`src/rtl/gpcn_pkg.sv`:
```
// constants and carrier types for the gpio port with change notification
package gpcn_pkg;

  localparam int          GPCN_PINS       = 16;

  // register byte offsets (base registers)
  localparam logic [11:0] GPCN_OFF_ANALOG = 12'h000;
  localparam logic [11:0] GPCN_OFF_DIR    = 12'h010;
  localparam logic [11:0] GPCN_OFF_LEVEL  = 12'h020;
  localparam logic [11:0] GPCN_OFF_LATCH  = 12'h030;
  localparam logic [11:0] GPCN_OFF_ODC    = 12'h040;
  localparam logic [11:0] GPCN_OFF_PU     = 12'h050;
  localparam logic [11:0] GPCN_OFF_PD     = 12'h060;
  localparam logic [11:0] GPCN_OFF_CNCTL  = 12'h070;
  localparam logic [11:0] GPCN_OFF_CNEN   = 12'h080;
  localparam logic [11:0] GPCN_OFF_CNSTAT = 12'h090;

  // companion offsets added to a base offset
  localparam logic [11:0] GPCN_OFF_CLR    = 12'h004;
  localparam logic [11:0] GPCN_OFF_SET    = 12'h008;
  localparam logic [11:0] GPCN_OFF_INV    = 12'h00C;

  // field positions
  localparam int          GPCN_CNON_BIT   = 15;

  // values after reset
  localparam logic [15:0] GPCN_RST_ANALOG = 16'hFFFF;
  localparam logic [15:0] GPCN_RST_DIR    = 16'hFFFF;
  localparam logic [15:0] GPCN_RST_ZERO   = 16'h0000;

  // kind of register access, taken from address bits 3:2
  typedef enum logic [1:0] {
    GPCN_OP_WRITE,
    GPCN_OP_CLR,
    GPCN_OP_SET,
    GPCN_OP_INV
  } gpcn_op_t;

  // per-pin configuration handed to a pin cell
  typedef struct packed {
    logic dir;
    logic lat;
    logic odc;
    logic ana;
    logic pu;
    logic pd;
  } gpcn_cfg_t;

  // per-pin pad control towards the pad ring
  typedef struct packed {
    logic out;
    logic oe;
    logic puEn;
    logic pdEn;
    logic analogEn;
  } gpcn_pad_t;

endpackage

```
`src/rtl/gpcn_pin_cell.sv`:
```
// one port pin: pad drive, read masking and change compare
`timescale 1ns/1ps
module gpcn_pin_cell
  import gpcn_pkg::*;
(
  input  wire gpcn_pkg::gpcn_cfg_t cfg,
  input  wire logic                own,
  input  wire logic                periphOut,
  input  wire logic                periphOe,
  input  wire logic                sample,
  input  wire logic                prev,
  output gpcn_pkg::gpcn_pad_t      pad,
  output logic                     readBit,
  output logic                     changed
);

  // pad drive, peripheral takes the pin when it owns it
  always_comb
  begin
    pad          = '0;
    pad.puEn     = cfg.pu;
    pad.pdEn     = cfg.pd;
    pad.analogEn = cfg.ana;
    if (own)
    begin
      pad.out = periphOut;
      pad.oe  = periphOe;
    end
    else if (cfg.odc)
    begin
      pad.out = 1'b0;
      pad.oe  = ~cfg.dir & ~cfg.lat;
    end
    else
    begin
      pad.out = cfg.lat;
      pad.oe  = ~cfg.dir;
    end
  end

  // analog inputs read low, digital inputs give the sampled level
  assign readBit = sample & ~(cfg.ana & cfg.dir);

  // any level change since the previous sample
  assign changed = sample ^ prev;

endmodule

```
`src/rtl/gpcn_port.sv`:
```
// gpio port with change notification and apb register access
//
// Function
// - direction bit 1 input, 0 output
// - all pins come up as inputs
// - latch reads latch, writes latch
// - level reads pins, writes go to latch
// - open-drain drives low, releases high
// - analog select resets to all ones
// - analog inputs read as zero on level
// - output still driven while analog selected
// - digital input reads only digital value
// - peripheral-owned pin is not gpio
// - ten registers control each pin
// - enabled pin change raises interrupt request
// - change detection needs no gated clock
// - status marks change since last level read
// - independent weak pull-up and pull-down enables
// - clear, set, invert touch only one bits
// - companions at base plus 4, 8, 12
//
// The APB interface to the registers and the address map were decided locally.
`timescale 1ns/1ps
module gpcn_port
  import gpcn_pkg::*;
(
  input  wire logic                           clk,
  input  wire logic                           rst_n,
  input  wire logic                           psel,
  input  wire logic                           penable,
  input  wire logic                           pwrite,
  input  wire logic [11:0]                    paddr,
  input  wire logic [31:0]                    pwdata,
  output logic      [31:0]                    prdata,
  output logic                                pready,
  output logic                                pslverr,
  input  wire logic [gpcn_pkg::GPCN_PINS-1:0] pinIn,
  input  wire logic [gpcn_pkg::GPCN_PINS-1:0] periphOwn,
  input  wire logic [gpcn_pkg::GPCN_PINS-1:0] periphOut,
  input  wire logic [gpcn_pkg::GPCN_PINS-1:0] periphOe,
  output gpcn_pkg::gpcn_pad_t [gpcn_pkg::GPCN_PINS-1:0] pad,
  output logic                                cnIrq
);

  import gpcn_pkg::*;

  // whole module state
  typedef struct packed {
    logic [15:0] analog;
    logic [15:0] dir;
    logic [15:0] lat;
    logic [15:0] odc;
    logic [15:0] pu;
    logic [15:0] pd;
    logic [15:0] cnCtl;
    logic [15:0] cnEn;
    logic [15:0] cnStat;
    logic [15:0] pinSample;
    logic [15:0] pinPrev;
    logic [31:0] rdData;
    logic        errFlag;
    logic        irq;
  } gpcn_state_t;

  localparam gpcn_state_t GPCN_RST_STATE = '{
    analog:    GPCN_RST_ANALOG,
    dir:       GPCN_RST_DIR,
    lat:       GPCN_RST_ZERO,
    odc:       GPCN_RST_ZERO,
    pu:        GPCN_RST_ZERO,
    pd:        GPCN_RST_ZERO,
    cnCtl:     GPCN_RST_ZERO,
    cnEn:      GPCN_RST_ZERO,
    cnStat:    GPCN_RST_ZERO,
    pinSample: GPCN_RST_ZERO,
    pinPrev:   GPCN_RST_ZERO,
    rdData:    32'h0000_0000,
    errFlag:   1'b0,
    irq:       1'b0
  };

  gpcn_state_t                stReg;
  gpcn_state_t                stNext;
  logic        [GPCN_PINS-1:0] readBits;
  logic        [GPCN_PINS-1:0] changedBits;
  logic        [11:0]          baseAddr;
  gpcn_op_t                    accOp;
  logic                        addrHit;
  logic                        setupPhase;
  logic                        accessPhase;
  logic        [15:0]          readMux;
  logic        [15:0]          wrData;
  logic        [15:0]          setMask;
  logic                        cnOn;

  // apply a plain write or a clear, set, invert companion
  function automatic logic [15:0] apply_op(input logic [15:0] old,
                                           input logic [15:0] val,
                                           input gpcn_op_t    op);
    logic [15:0] res;
    res = old;
    case (op)
      GPCN_OP_WRITE: res = val;
      GPCN_OP_CLR:   res = old & ~val;
      GPCN_OP_SET:   res = old | val;
      GPCN_OP_INV:   res = old ^ val;
      default:       res = old;
    endcase
    return res;
  endfunction

  // one cell per pin
  generate
    for (genvar i = 0; i < GPCN_PINS; i++)
    begin : g_pin
      gpcn_cfg_t cellCfg;
      assign cellCfg = '{dir: stReg.dir[i], lat: stReg.lat[i], odc: stReg.odc[i],
                         ana: stReg.analog[i], pu: stReg.pu[i], pd: stReg.pd[i]};
      gpcn_pin_cell u_cell (
        .cfg       (cellCfg),
        .own       (periphOwn[i]),
        .periphOut (periphOut[i]),
        .periphOe  (periphOe[i]),
        .sample    (stReg.pinSample[i]),
        .prev      (stReg.pinPrev[i]),
        .pad       (pad[i]),
        .readBit   (readBits[i]),
        .changed   (changedBits[i])
      );
    end
  endgenerate

  // address split: base register and companion kind
  assign baseAddr    = {paddr[11:4], 4'h0};
  assign accOp       = gpcn_op_t'(paddr[3:2]);
  assign setupPhase  = psel & ~penable;
  assign accessPhase = psel & penable;
  assign wrData      = pwdata[15:0];
  assign cnOn        = stReg.cnCtl[GPCN_CNON_BIT];

  // address decode and read data selection
  always_comb
  begin
    addrHit = 1'b1;
    readMux = 16'h0000;
    if (paddr[1:0] != 2'b00)
    begin
      addrHit = 1'b0;
    end
    else if (baseAddr == GPCN_OFF_ANALOG)
    begin
      readMux = stReg.analog;
    end
    else if (baseAddr == GPCN_OFF_DIR)
    begin
      readMux = stReg.dir;
    end
    else if (baseAddr == GPCN_OFF_LEVEL)
    begin
      readMux = readBits;
    end
    else if (baseAddr == GPCN_OFF_LATCH)
    begin
      readMux = stReg.lat;
    end
    else if (baseAddr == GPCN_OFF_ODC)
    begin
      readMux = stReg.odc;
    end
    else if (baseAddr == GPCN_OFF_PU)
    begin
      readMux = stReg.pu;
    end
    else if (baseAddr == GPCN_OFF_PD)
    begin
      readMux = stReg.pd;
    end
    else if (baseAddr == GPCN_OFF_CNCTL)
    begin
      readMux = stReg.cnCtl;
    end
    else if (baseAddr == GPCN_OFF_CNEN)
    begin
      readMux = stReg.cnEn;
    end
    else if (baseAddr == GPCN_OFF_CNSTAT)
    begin
      readMux = stReg.cnStat;
    end
    else
    begin
      addrHit = 1'b0;
    end
    // companions read as zero
    if (accOp != GPCN_OP_WRITE)
    begin
      readMux = 16'h0000;
    end
  end

  // next state: sampling, register writes, change status
  always_comb
  begin
    stNext           = stReg;
    // pins are sampled every cycle, no clock gate in the path
    stNext.pinSample = pinIn;
    stNext.pinPrev   = stReg.pinSample;
    setMask          = changedBits & stReg.cnEn & {16{cnOn}};

    // setup cycle: capture read data and error answer
    if (setupPhase)
    begin
      stNext.rdData  = {16'h0000, readMux};
      stNext.errFlag = ~addrHit;
    end

    // access cycle: writes take effect
    if (accessPhase && pwrite && addrHit)
    begin
      if (baseAddr == GPCN_OFF_ANALOG)
      begin
        stNext.analog = apply_op(stReg.analog, wrData, accOp);
      end
      else if (baseAddr == GPCN_OFF_DIR)
      begin
        stNext.dir = apply_op(stReg.dir, wrData, accOp);
      end
      else if (baseAddr == GPCN_OFF_LEVEL)
      begin
        stNext.lat = apply_op(stReg.lat, wrData, accOp);
      end
      else if (baseAddr == GPCN_OFF_LATCH)
      begin
        stNext.lat = apply_op(stReg.lat, wrData, accOp);
      end
      else if (baseAddr == GPCN_OFF_ODC)
      begin
        stNext.odc = apply_op(stReg.odc, wrData, accOp);
      end
      else if (baseAddr == GPCN_OFF_PU)
      begin
        stNext.pu = apply_op(stReg.pu, wrData, accOp);
      end
      else if (baseAddr == GPCN_OFF_PD)
      begin
        stNext.pd = apply_op(stReg.pd, wrData, accOp);
      end
      else if (baseAddr == GPCN_OFF_CNCTL)
      begin
        stNext.cnCtl = apply_op(stReg.cnCtl, wrData, accOp);
      end
      else if (baseAddr == GPCN_OFF_CNEN)
      begin
        stNext.cnEn = apply_op(stReg.cnEn, wrData, accOp);
      end
      else
      begin
        stNext.cnStat = apply_op(stReg.cnStat, wrData, accOp);
      end
    end

    // a read of the pin level register restarts change tracking
    if (accessPhase && !pwrite && baseAddr == GPCN_OFF_LEVEL && accOp == GPCN_OP_WRITE
        && paddr[1:0] == 2'b00)
    begin
      stNext.cnStat = 16'h0000;
    end

    // a new change wins over any clear in the same cycle
    stNext.cnStat = stNext.cnStat | setMask;

    // single port-level request
    stNext.irq = |(stNext.cnStat & stNext.cnEn) & stNext.cnCtl[GPCN_CNON_BIT];
  end

  // state register, synchronous reset
  always_ff @(posedge clk)
  begin
    if (!rst_n)
    begin
      stReg <= GPCN_RST_STATE;
    end
    else
    begin
      stReg <= stNext;
    end
  end

  // apb answers: zero wait states
  assign pready  = 1'b1;
  assign prdata  = stReg.rdData;
  assign pslverr = accessPhase & stReg.errFlag;
  assign cnIrq   = stReg.irq;

endmodule

```
`config.mk`:
```
export PLATFORM = sky130hd
export DESIGN_NAME = gpcn_port
export DESIGN_NICKNAME = d
export VERILOG_FILES = /design/src/rtl/gpcn_pkg.sv /design/src/rtl/gpcn_pin_cell.sv /design/src/rtl/gpcn_port.sv
export SDC_FILE = /design/constraint.sdc
export NUM_CORES = 1
export LEC_CHECK = 0
export BUFFER_PORTS_ARGS = -buffer_cell sky130_fd_sc_hd__buf_2
export CAP_MARGIN = 20
export CORE_MARGIN = 3
export CORE_UTILIZATION = 38
export DETAILED_ROUTE_END_ITERATION = 8
export GPL_ROUTABILITY_DRIVEN = 0
export PLACE_DENSITY_LB_ADDON = 0.05
export SETUP_SLACK_MARGIN = 0.2
export SYNTH_ARGS = -nofsm -noshare
export SYNTH_HDL_FRONTEND = slang
export SYNTH_SLANG_ARGS = --single-unit
```
`constraint.sdc`:
```
create_clock -name clk -period 3.2 [get_ports clk]
set_input_delay 0.64 -clock clk [delete_from_list [all_inputs] [get_ports clk]]
set_output_delay 0.64 -clock clk [all_outputs]
set_load 0.05 [all_outputs]
```
==> results.py, run 1 <==
metrics = {
    "global_routing": {
        "grt_antenna_before_repair": 1,
        "grt_overflow": 0,
        "grt_pass1_vias": 15700,
        "grt_start_max_net_pins": 104,
        "grt_pass1_wl_um": 102000,
        "grt_usage": 0.275,
    },
    "clocking": {
        "ctsHoldBuffers": 0,
        "htree_num_levels": 4,
        "numClockSinks": 194,
        "cts-resized-gates": 0,
        "numCtsBuffers": 17,
        "cts_tree": "built",
        "cts_root_buf": "clkbuf_16",
        "insertion_delay_ns": 0.52,
        "cts_max_path_buffers": 2,
        "post_cts_buffers": 0,
        "clk_pin_slew_worst_paths_ns": 0.09,
    },
    "pwr": {
        "power_density_nw_per_um2": 299,
        "ir_worst_vdd_uv": 272,
        "leakage_nw": 8.93,
    },
    "timing": {
        "fin_worst_skew_ns": 0.0136,
        "fmax_ghz": 0.358,
        "slew_violations": 0,
        "tightest_slew_ns": 0.899,
        "holdWs_ns": 0.331,
        "min_period_ns": 2.79,
        "rsz0062_at_grt": "false",
        "finalSetupViolCount": 0,
        "slew_headroom": 0.401,
        "hold_viol": 0,
        "period_share": 0.873,
    },
    "worst_setup_path": {
        "reg2regPathDepth": 8,
        "crit_arrival_ns": 3.16,
        "crit_fanout": 8,
        "crit_type": "in -> reg",
        "worstSetupEndpointType": "flip-flop",
        "cp.required_ns": 3.56,
        "worstSetupStartpointType": "primary input",
    },
    "logic_synthesis": {
        "syn_avg_cell_area_um2": 7.48,
        "synth_top_cell_by_area": "dfxtp_1",
        "syn_area_um2": 17500,
        "ys.flop_type": "dfxtp_1",
        "synth-seq-cells": 194,
        "ys_types": 61,
        "ys_warn_count": 0,
        "async_reset_ff_frac": 0,
        "synth.yosys.seq_area_share": 0.221,
        "postSynthCellCount": 2346,
        "yosys.area.top_type_share": 0.221,
        "synth_edf_count": 0,
        "synthTopCellsByArea": "dfxtp_1 22%, ha_1 21%, a21oi_1 8.0%",
    },
    "placed_design": {
        "place_area_um2": 19100,
        "io_buffer_count": 194,
        "dp_hpwl_um": 50100,
    },
    "job": {
        "cap_violations": 0,
    },
    "floorplanning": {
        "fp.dieW_um": 221,
        "fp-row-count": 78,
        "ios": 228,
        "coreArea_um2": 45500,
        "start_util": 0.386,
        "dieArea_um2": 48800,
        "chipHeight_um": 221,
    },
    "layout": {
        "fin_nets": 2843,
        "synthToLayoutAreaGrowth_pct": 12.3,
        "final_area_um2": 19700,
        "drive_gt1_frac": 0.147,
    },
    "drt": {
        "avgViaCountPerCell": 5.56,
        "post-route-drc-count": 0,
        "first_pass_iters": 5,
        "wirelength_um": 68300,
        "num_vias": 17000,
        "detail-route-antenna-nets": 0,
        "first_iter_violations": 1577,
        "wl_per_cell_um": 22.4,
    },
    "run_status": {
        "status": "complete, no violations",
    },
    "hold_path": {
        "holdPathStages": 2,
        "holdCritPathClass": "in -> reg",
    },
}
==> final timing paths <==
check              from         end  slack [ns]
max            paddr[9]       cnIrq        0.41
min reg2reg  prdata[14]  prdata[14]        0.47
max reg2reg   stReg[94]       cnIrq        0.72
min            pinIn[4]  stNext[38]        0.33
==> cell usage in the layout (no fill, tap or decap), drive strengths merged, types with 6 or more instances in the layout <==
cell and n:
a21o 42, buf 305, a211oi 175, xnor2 6, o31ai 16, a21oi 281
nor3 63, nand3 10, o221ai 8, and2 40, xor2 10, dfxtp 194
clkbuf 18, nand2 191, nand4 12, inv 177, mux2i 17, ha 288
a311oi 7, o22ai 11, nand2b 6, nor2 238, o21ai 135, o211a 8
o211ai 36, a211o 15, o31a 9, o21a 10, conb 17, nor2b 65
==> layer usage <==
| metal | wire length [um] | GRT usage |
|---|---|---|
| met1 | 33000 | 0.401 |
| met2 | 29200 | 0.410 |
| met3 | 4110 | 0.0490 |
| met4 | 1990 | 0.0920 |
| met5 | 0 | 0 |
==> cells in the mapped netlist (all sizes together), types with 2 or more instances <==
cell     instances
nand4           12
o221ai           8
nor4             3
and2            40
a31oi            3
nand3           10
mux2i           17
a21oi          281
nand3b           2
nor3            63
inv            172
a211o           15
nand2b           6
or4              2
a21o            42
a211oi         175
o22ai           11
nand2          191
o31ai           16
o21ai          135
mux2             2
a2111oi          2
nor2           238
o211a            8
and3             2
nor2b           65
o32ai            2
ha             288
or2              2
o31a             9
conb             2
clkbuf         107
a41oi            2
buf            136
o211ai          36
a311oi           7
xnor2            6
o21a            10
mux4             5
xor2            10
dfxtp          194
==> per-stage QoR <==
| stage | std cells | power (mW) | setup slack [ns] | util | setup TNS, ns |
|---|---|---|---|---|---|
| after floorplan | 2361 | 3.27 | 0.438 | - | 0 |
| after global placement | 3023 | 3.62 | -0.0334 | 0.421 | -0.0334 |
| after detailed placement | 3023 | 3.65 | -0.0987 | 0.421 | -0.0987 |
| after CTS | 3055 | 5.94 | 0.446 | 0.433 | 0 |
| after global routing | 3055 | 6.15 | 0.285 | 0.433 | 0 |
| final | 3056 | 5.89 | 0.407 | 0.433 | 0 |
==> worst max-delay path, stage by stage <==
cell and delay (ns):
buf_2 0.10, or4_1 0.59, nor4_4 0.47, buf_4 0.19, buf_4 0.19, a211oi_1 0.08
o21ai_1 0.20, o211ai_1 0.17, a2111oi_2 0.39, a31oi_1 0.14
==> registers in the layout (all words and copies together), names as in the netlist <==
register       flops
cnIrq              1
cnOn               1
g_pin.cellCfg     96
prdata            16
stNext            16
stReg             64
==> cell type report <==
cell class | instances | area [um2]
repair buffers | 305 | 2000
flip-flops and latches | 194 | 3880
fillers | 4695 | 25800
multi-input cells | 1752 | 11800
inverters | 172 | 648
clock buffers | 18 | 439
diodes | 1 | 2.50
clock inverters | 14 | 129
well taps | 600 | 751
==> where the power goes <==
| group | internal [mW] | switching [mW] |
|---|---|---|
| Combinational | 0.374 | 0.776 |
| Clock | 1.10 | 1.18 |
| Sequential | 2.43 | 0.0211 |
==> cells by family (layout without fill, tap and decap cells) <==
kind of cell               Yosys count  count (layout)  synth area share
AOI/OAI and AO/OA                  765             765             0.272
xor gates and xnor gates            16              16           0.00799
adders and majority gates          288             288             0.205
buffers and inverters              415             509             0.108
DFF                                194             194             0.221
muxes                               24              24            0.0174
other                                2              18          0.000428
and+or+nand+nor                    642             642             0.167
Power figures use the tool's default switching activity.
==> run 2: changes to the inputs <==
--- a/config.mk
+++ b/config.mk
@@ -5,14 +5,16 @@
 export SDC_FILE = /design/constraint.sdc
 export NUM_CORES = 1
 export LEC_CHECK = 0
+export ABC_CLOCK_PERIOD_IN_PS = 3200
 export BUFFER_PORTS_ARGS = -buffer_cell sky130_fd_sc_hd__buf_2
 export CAP_MARGIN = 20
 export CORE_MARGIN = 3
 export CORE_UTILIZATION = 38
 export DETAILED_ROUTE_END_ITERATION = 8
 export GPL_ROUTABILITY_DRIVEN = 0
+export GPL_TIMING_DRIVEN = 0
 export PLACE_DENSITY_LB_ADDON = 0.05
-export SETUP_SLACK_MARGIN = 0.2
+export SETUP_SLACK_MARGIN = 0.5
 export SYNTH_ARGS = -nofsm -noshare
 export SYNTH_HDL_FRONTEND = slang
 export SYNTH_SLANG_ARGS = --single-unit
==> results.py, run 2 (synthesis gave the netlist of run 1 again) <==
metrics = {
    "run_status": {
        "status": "complete, no violations",
    },
    "floorplanning": {
        "dieArea_um2": 48800,
        "fp-row-count": 78,
        "start_util": 0.386,
        "fp.dieW_um": 221,
        "chipHeight_um": 221,
        "coreArea_um2": 45500,
        "ios": 228,
    },
    "drt": {
        "avgViaCountPerCell": 5.80,
        "first_iter_violations": 2108,
        "wirelength_um": 83400,
        "detail-route-antenna-nets": 0,
        "post-route-drc-count": 0,
        "wl_per_cell_um": 25.8,
        "first_pass_iters": 5,
        "num_vias": 18700,
    },
    "clocking": {
        "htree_num_levels": 4,
        "numCtsBuffers": 17,
        "cts_max_path_buffers": 2,
        "numClockSinks": 194,
        "ctsHoldBuffers": 0,
        "cts_tree": "built",
        "cts_root_buf": "clkbuf_16",
        "clk_pin_slew_worst_paths_ns": 0.07,
        "insertion_delay_ns": 0.52,
    },
    "pwr": {
        "power_density_nw_per_um2": 305,
        "seq_power_share": 0.391,
        "swShare": 0.327,
        "ir_worst_vdd_uv": 469,
        "p_int_mw": 4.24,
        "leakage_nw": 9.48,
        "switching_power_mw": 2.05,
        "power.share.clock": 0.399,
        "p_comb_frac": 0.211,
    },
    "worst_setup_path": {
        "worstSetupStartpointType": "primary input",
        "worstPathCellList": "buf_2 > buf_4 > buf_2 > buf_2 > clkbuf_2 > a21oi_1 > o211ai_1 > o21ai_0 > nand2b_1 > a31oi_1",
        "reg2reg_slack_ns": 0.68,
        "cp_slowest_cell": "clkbuf_2",
        "worstSetupEndpointType": "flip-flop",
        "reg2regPathDepth": 8,
        "max_stage_delay_ns": 0.41,
        "cp_top_family": "buffers and inverters",
        "crit_type": "in -> reg",
        "critPathBufInv": 5,
        "cp_common_cell": "buf_2",
        "crit_fanout": 10,
        "cp.required_ns": 3.60,
        "crit_cells": 10,
        "crit_arrival_ns": 3.12,
    },
    "timing": {
        "slew_headroom": 0.206,
        "finalSetupViolCount": 0,
        "slew_violations": 0,
        "rsz0062_at_grt": "true",
        "hold_viol": 0,
        "period_share": 0.850,
        "min_period_ns": 2.72,
        "setup_ws_ns": 0.480,
        "tightest_slew_ns": 1.19,
        "fmax_ghz": 0.368,
        "fin_worst_skew_ns": 0.0216,
    },
    "placed_design": {
        "io_buffer_count": 193,
        "pre_cts_slack_ns": -1.45,
        "place_area_um2": 19400,
        "dp_hpwl_um": 63200,
    },
    "job": {
        "cap_violations": 0,
    },
    "global_routing": {
        "grt_overflow": 0,
        "grt_start_max_net_pins": 19,
        "grt_pass1_vias": 17200,
        "grt_antenna_before_repair": 2,
        "grt_pass1_wl_um": 119000,
        "grt_usage": 0.329,
    },
    "layout": {
        "layout_commonest_cell": "ha_1",
        "antenna_cells": 0,
        "synthToLayoutAreaGrowth_pct": 17.6,
        "drive_gt1_frac": 0.184,
        "post-route-util": 0.454,
        "final_area_um2": 20600,
        "fin_nets": 3020,
        "largest_reg_flops": 96,
        "layout_common_cells": "288 x ha_1, 278 x a21oi_1, 233 x nor2_1, 227 x buf_2, 194 x dfxtp_1",
    },
    "hold_path": {
        "holdPathStages": 2,
        "holdCritPathClass": "in -> reg",
    },
}
[run 2: final cells by class]
cell class / instances / area [um2]
clock inverters: 8 / 149
fillers: 4717 / 24800
clock buffers: 23 / 498
repair buffers: 237 / 1380
inverters: 172 / 679
well taps: 600 / 751
flip-flops and latches: 194 / 3880
repair inverters: 2 / 10.0
multi-input cells: 1752 / 11900
plain buffers: 243 / 1350
[run 2: per-layer routing]
| metal | vias up | share of wire | GRT usage |
|---|---|---|---|
| met5 | - | 0.00032 | 0 |
| met4 | 4 | 0.056 | 0.163 |
| met3 | 215 | 0.089 | 0.0760 |
| met2 | 980 | 0.43 | 0.507 |
| met1 | 8915 | 0.42 | 0.433 |
| li1 | 8621 | - | - |
[run 2: final timing paths]
path	startpoint	to
setup / recovery	paddr[2]	cnIrq
hold / removal	pinIn[7]	stNext[41]
setup reg to reg	stReg[94]	cnIrq
hold reg to reg	stNext[38]	stReg[38]
[run 2: power by group through the flow]
stage	clock (mW)	sequential [mW]	combinational, mW
6_report	2.51	2.46	1.32
3_3_place_gp	0	2.51	1.21
5_1_grt	2.61	2.46	1.41
2_1_floorplan	0	2.50	0.770
4_1_cts	2.54	2.46	1.26
3_5_place_dp	0	2.51	1.23
[run 2: repair_timing]
item / CTS / global route
setup buffers: 16 / 19
cloned: 2 / 0
pin swaps: 4 / 3
endpoints found under the setup margin: 153 / 104
gates resized for setup: 59 / 65
[run 2: per-stage QoR]
stage / hold WS, ns / TNS [ns] / power, mW / cells
finish: 0.337 / 0 / 6.29 / 3231
global route: 0.318 / 0 / 6.48 / 3231
CTS: 0.304 / 0 / 6.26 / 3209
detailed placement: 0.501 / -125.92 / 3.75 / 3160
global placement: 0.499 / -121.21 / 3.72 / 3154
floorplan: 0.432 / 0 / 3.27 / 2361
==> run 3: changes to the inputs <==
--- a/config.mk
+++ b/config.mk
@@ -5,7 +5,7 @@
 export SDC_FILE = /design/constraint.sdc
 export NUM_CORES = 1
 export LEC_CHECK = 0
-export ABC_CLOCK_PERIOD_IN_PS = 3200
+export ABC_CLOCK_PERIOD_IN_PS = 2800
 export BUFFER_PORTS_ARGS = -buffer_cell sky130_fd_sc_hd__buf_2
 export CAP_MARGIN = 20
 export CORE_MARGIN = 3
==> constraint.sdc (replaced) <==
create_clock -name clk -period 2.8 [get_ports clk]
set_input_delay 0.56 -clock clk [delete_from_list [all_inputs] [get_ports clk]]
set_output_delay 0.56 -clock clk [all_outputs]
set_load 0.05 [all_outputs]
==> results.py, run 3 (synthesis gave the netlist of run 1 again) <==
metrics = {
    "run_status": {
        "status": "complete, no violations",
    },
    "worst_setup_path": {
        "worstSetupStartpointType": "primary input",
        "startpoint": "paddr[2]",
        "reg2regPathDepth": 8,
        "crit_type": "in -> reg",
        "critPathBufInv": 2,
        "worstSetupEndpointType": "flip-flop",
        "crit_arrival_ns": 2.93,
        "max_stage_delay_ns": 0.97,
        "cp_slowest_cell": "nor2b_1",
        "worstPathCellList": "buf_2 > clkbuf_4 > nor2b_1 > a211o_1 > a21oi_1 > o31a_1 > o22ai_1 > nor2_1 > a31oi_1",
        "crit_fanout": 10,
        "cp_top_family": "simple AND/OR/NAND/NOR gates",
        "rr_endpoint": "cnIrq",
        "r2r-start": "stReg[89]",
        "crit_path_end": "cnIrq",
        "cp.required_ns": 3.22,
        "reg2reg_slack_ns": 0.38,
        "crit_cells": 9,
    },
    "clocking": {
        "ctsHoldBuffers": 0,
        "cts_tree": "built",
        "cts_max_path_buffers": 2,
        "cts_root_buf": "clkbuf_16",
        "insertion_delay_ns": 0.52,
        "htree_num_levels": 4,
        "numCtsBuffers": 17,
        "numClockSinks": 194,
        "clk_pin_slew_worst_paths_ns": 0.08,
    },
    "drt": {
        "num_vias": 18900,
        "avgViaCountPerCell": 5.85,
        "wl_met3_um": 7550,
        "post-route-drc-count": 0,
        "wl_per_cell_um": 25.7,
        "detail-route-antenna-nets": 0,
        "topRoutingLayerUsed": "met4",
        "first_iter_violations": 2074,
        "met1_length_um": 34000,
        "first_pass_iters": 8,
        "wl_met2_um": 37800,
        "wirelength_um": 83400,
    },
    "timing": {
        "period_share": 0.895,
        "rsz0062_at_grt": "true",
        "min_period_ns": 2.51,
        "fin_worst_skew_ns": 0.0133,
        "hold_viol": 0,
        "slew_violations": 0,
        "tightest_slew_ns": 1.25,
        "slew_headroom": 0.167,
        "finalSetupViolCount": 0,
        "fmax_ghz": 0.399,
    },
    "floorplanning": {
        "coreArea_um2": 45500,
        "start_util": 0.386,
        "fp-row-count": 78,
        "chipHeight_um": 221,
        "fp.dieW_um": 221,
        "ios": 228,
        "dieArea_um2": 48800,
    },
    "pwr": {
        "p_comb_frac": 0.220,
        "ir_worst_vdd_uv": 362,
        "switching_power_mw": 2.49,
        "swShare": 0.347,
        "power.total_mw": 7.16,
        "p_int_mw": 4.67,
        "power.share.clock": 0.389,
        "seq_power_share": 0.391,
        "leakage_nw": 9.66,
        "power_density_nw_per_um2": 340,
    },
    "layout": {
        "antenna_cells": 0,
        "drive_gt1_frac": 0.211,
        "fin_nets": 3029,
        "largest_reg_flops": 96,
        "instances_no_fill": 3241,
        "layout_common_cells": "286 x ha_1, 278 x a21oi_1, 231 x nor2_1, 207 x buf_2, 190 x dfxtp_1",
        "post-route-util": 0.463,
        "layout_commonest_cell": "ha_1",
        "synthToLayoutAreaGrowth_pct": 20.0,
    },
    "global_routing": {
        "grt_pass1_vias": 18000,
        "grt_usage": 0.331,
        "grt_overflow": 0,
        "grt_start_max_net_pins": 19,
        "grt_antenna_before_repair": 3,
        "grt_pass1_wl_um": 121000,
    },
    "job": {
        "cap_violations": 0,
    },
    "placed_design": {
        "dp_hpwl_um": 63300,
        "dp.cells": 3158,
        "io_buffer_count": 193,
    },
    "hold_path": {
        "holdCritPathClass": "in -> reg",
    },
}
-- run 3: changes by cell type in the layout (fill, tap and decap cells not counted), moves of 7 or more --
cell,change
clkbuf_4,+32
buf_4,+27
clkbuf_1,-25
a211oi_1,-7
buf_2,-20
buf_6,+11
clkbuf_2,-14
-- run 3: worst min-delay path by stage --
stage,start,endpoint,slack [ns],cells after the start
finish,pinIn[15],stNext[49],0.24,2
global route,pinIn[0],stNext[34],0.24,2
CTS,pinIn[15],stNext[49],0.21,2
detailed placement,prdata[14],prdata[14],0.45,2
global placement,prdata[14],prdata[14],0.45,2
floorplan,prdata[14],prdata[14],0.43,2
-- run 3: timing repair --
item / CTS / global route
setup endpoints to repair: 151 / 128
setup buffers: 34 / 15
gates resized for setup: 155 / 107
cloned: 2 / 0
pin swaps: 11 / 20
-- run 3: final cells by class --
type / count / area [um2]
tap: 600 / 751
clock inverter: 14 / 175
inverter: 172 / 687
timing repair inverter: 2 / 10.0
multi-input combinational: 1752 / 12100
fill: 4709 / 24400
clock buffer: 18 / 429
buffer: 243 / 1580
timing repair buffer: 246 / 1450
sequential: 194 / 3890
-- run 3: power by group through the flow --
stage	clock network, mW	registers, mW	logic (mW)
finish	2.79	2.80	1.57
global route	2.89	2.81	1.68
CTS	2.82	2.80	1.50
detailed placement	0	2.87	1.43
global placement	0	2.87	1.41
floorplan	0	2.86	0.885
-- run 3: routing by layer --
layer,vias up,track usage
li1,8656,-
met1,9090,0.424
met2,966,0.534
met3,233,0.0708
met4,0,0.153
met5,-,0
-- run 3: per-stage QoR --
step	hold slack, ns	TNS, ns	cell area, um2	setup WS [ns]
2_1_floorplan	0.432	0	17700	0.212
3_3_place_gp	0.449	-122.60	19400	-1.30
3_5_place_dp	0.450	-121.77	19500	-1.28
4_1_cts	0.211	0	20700	0.374
5_1_grt	0.238	0	21100	0.333
6_report	0.244	0	21100	0.293
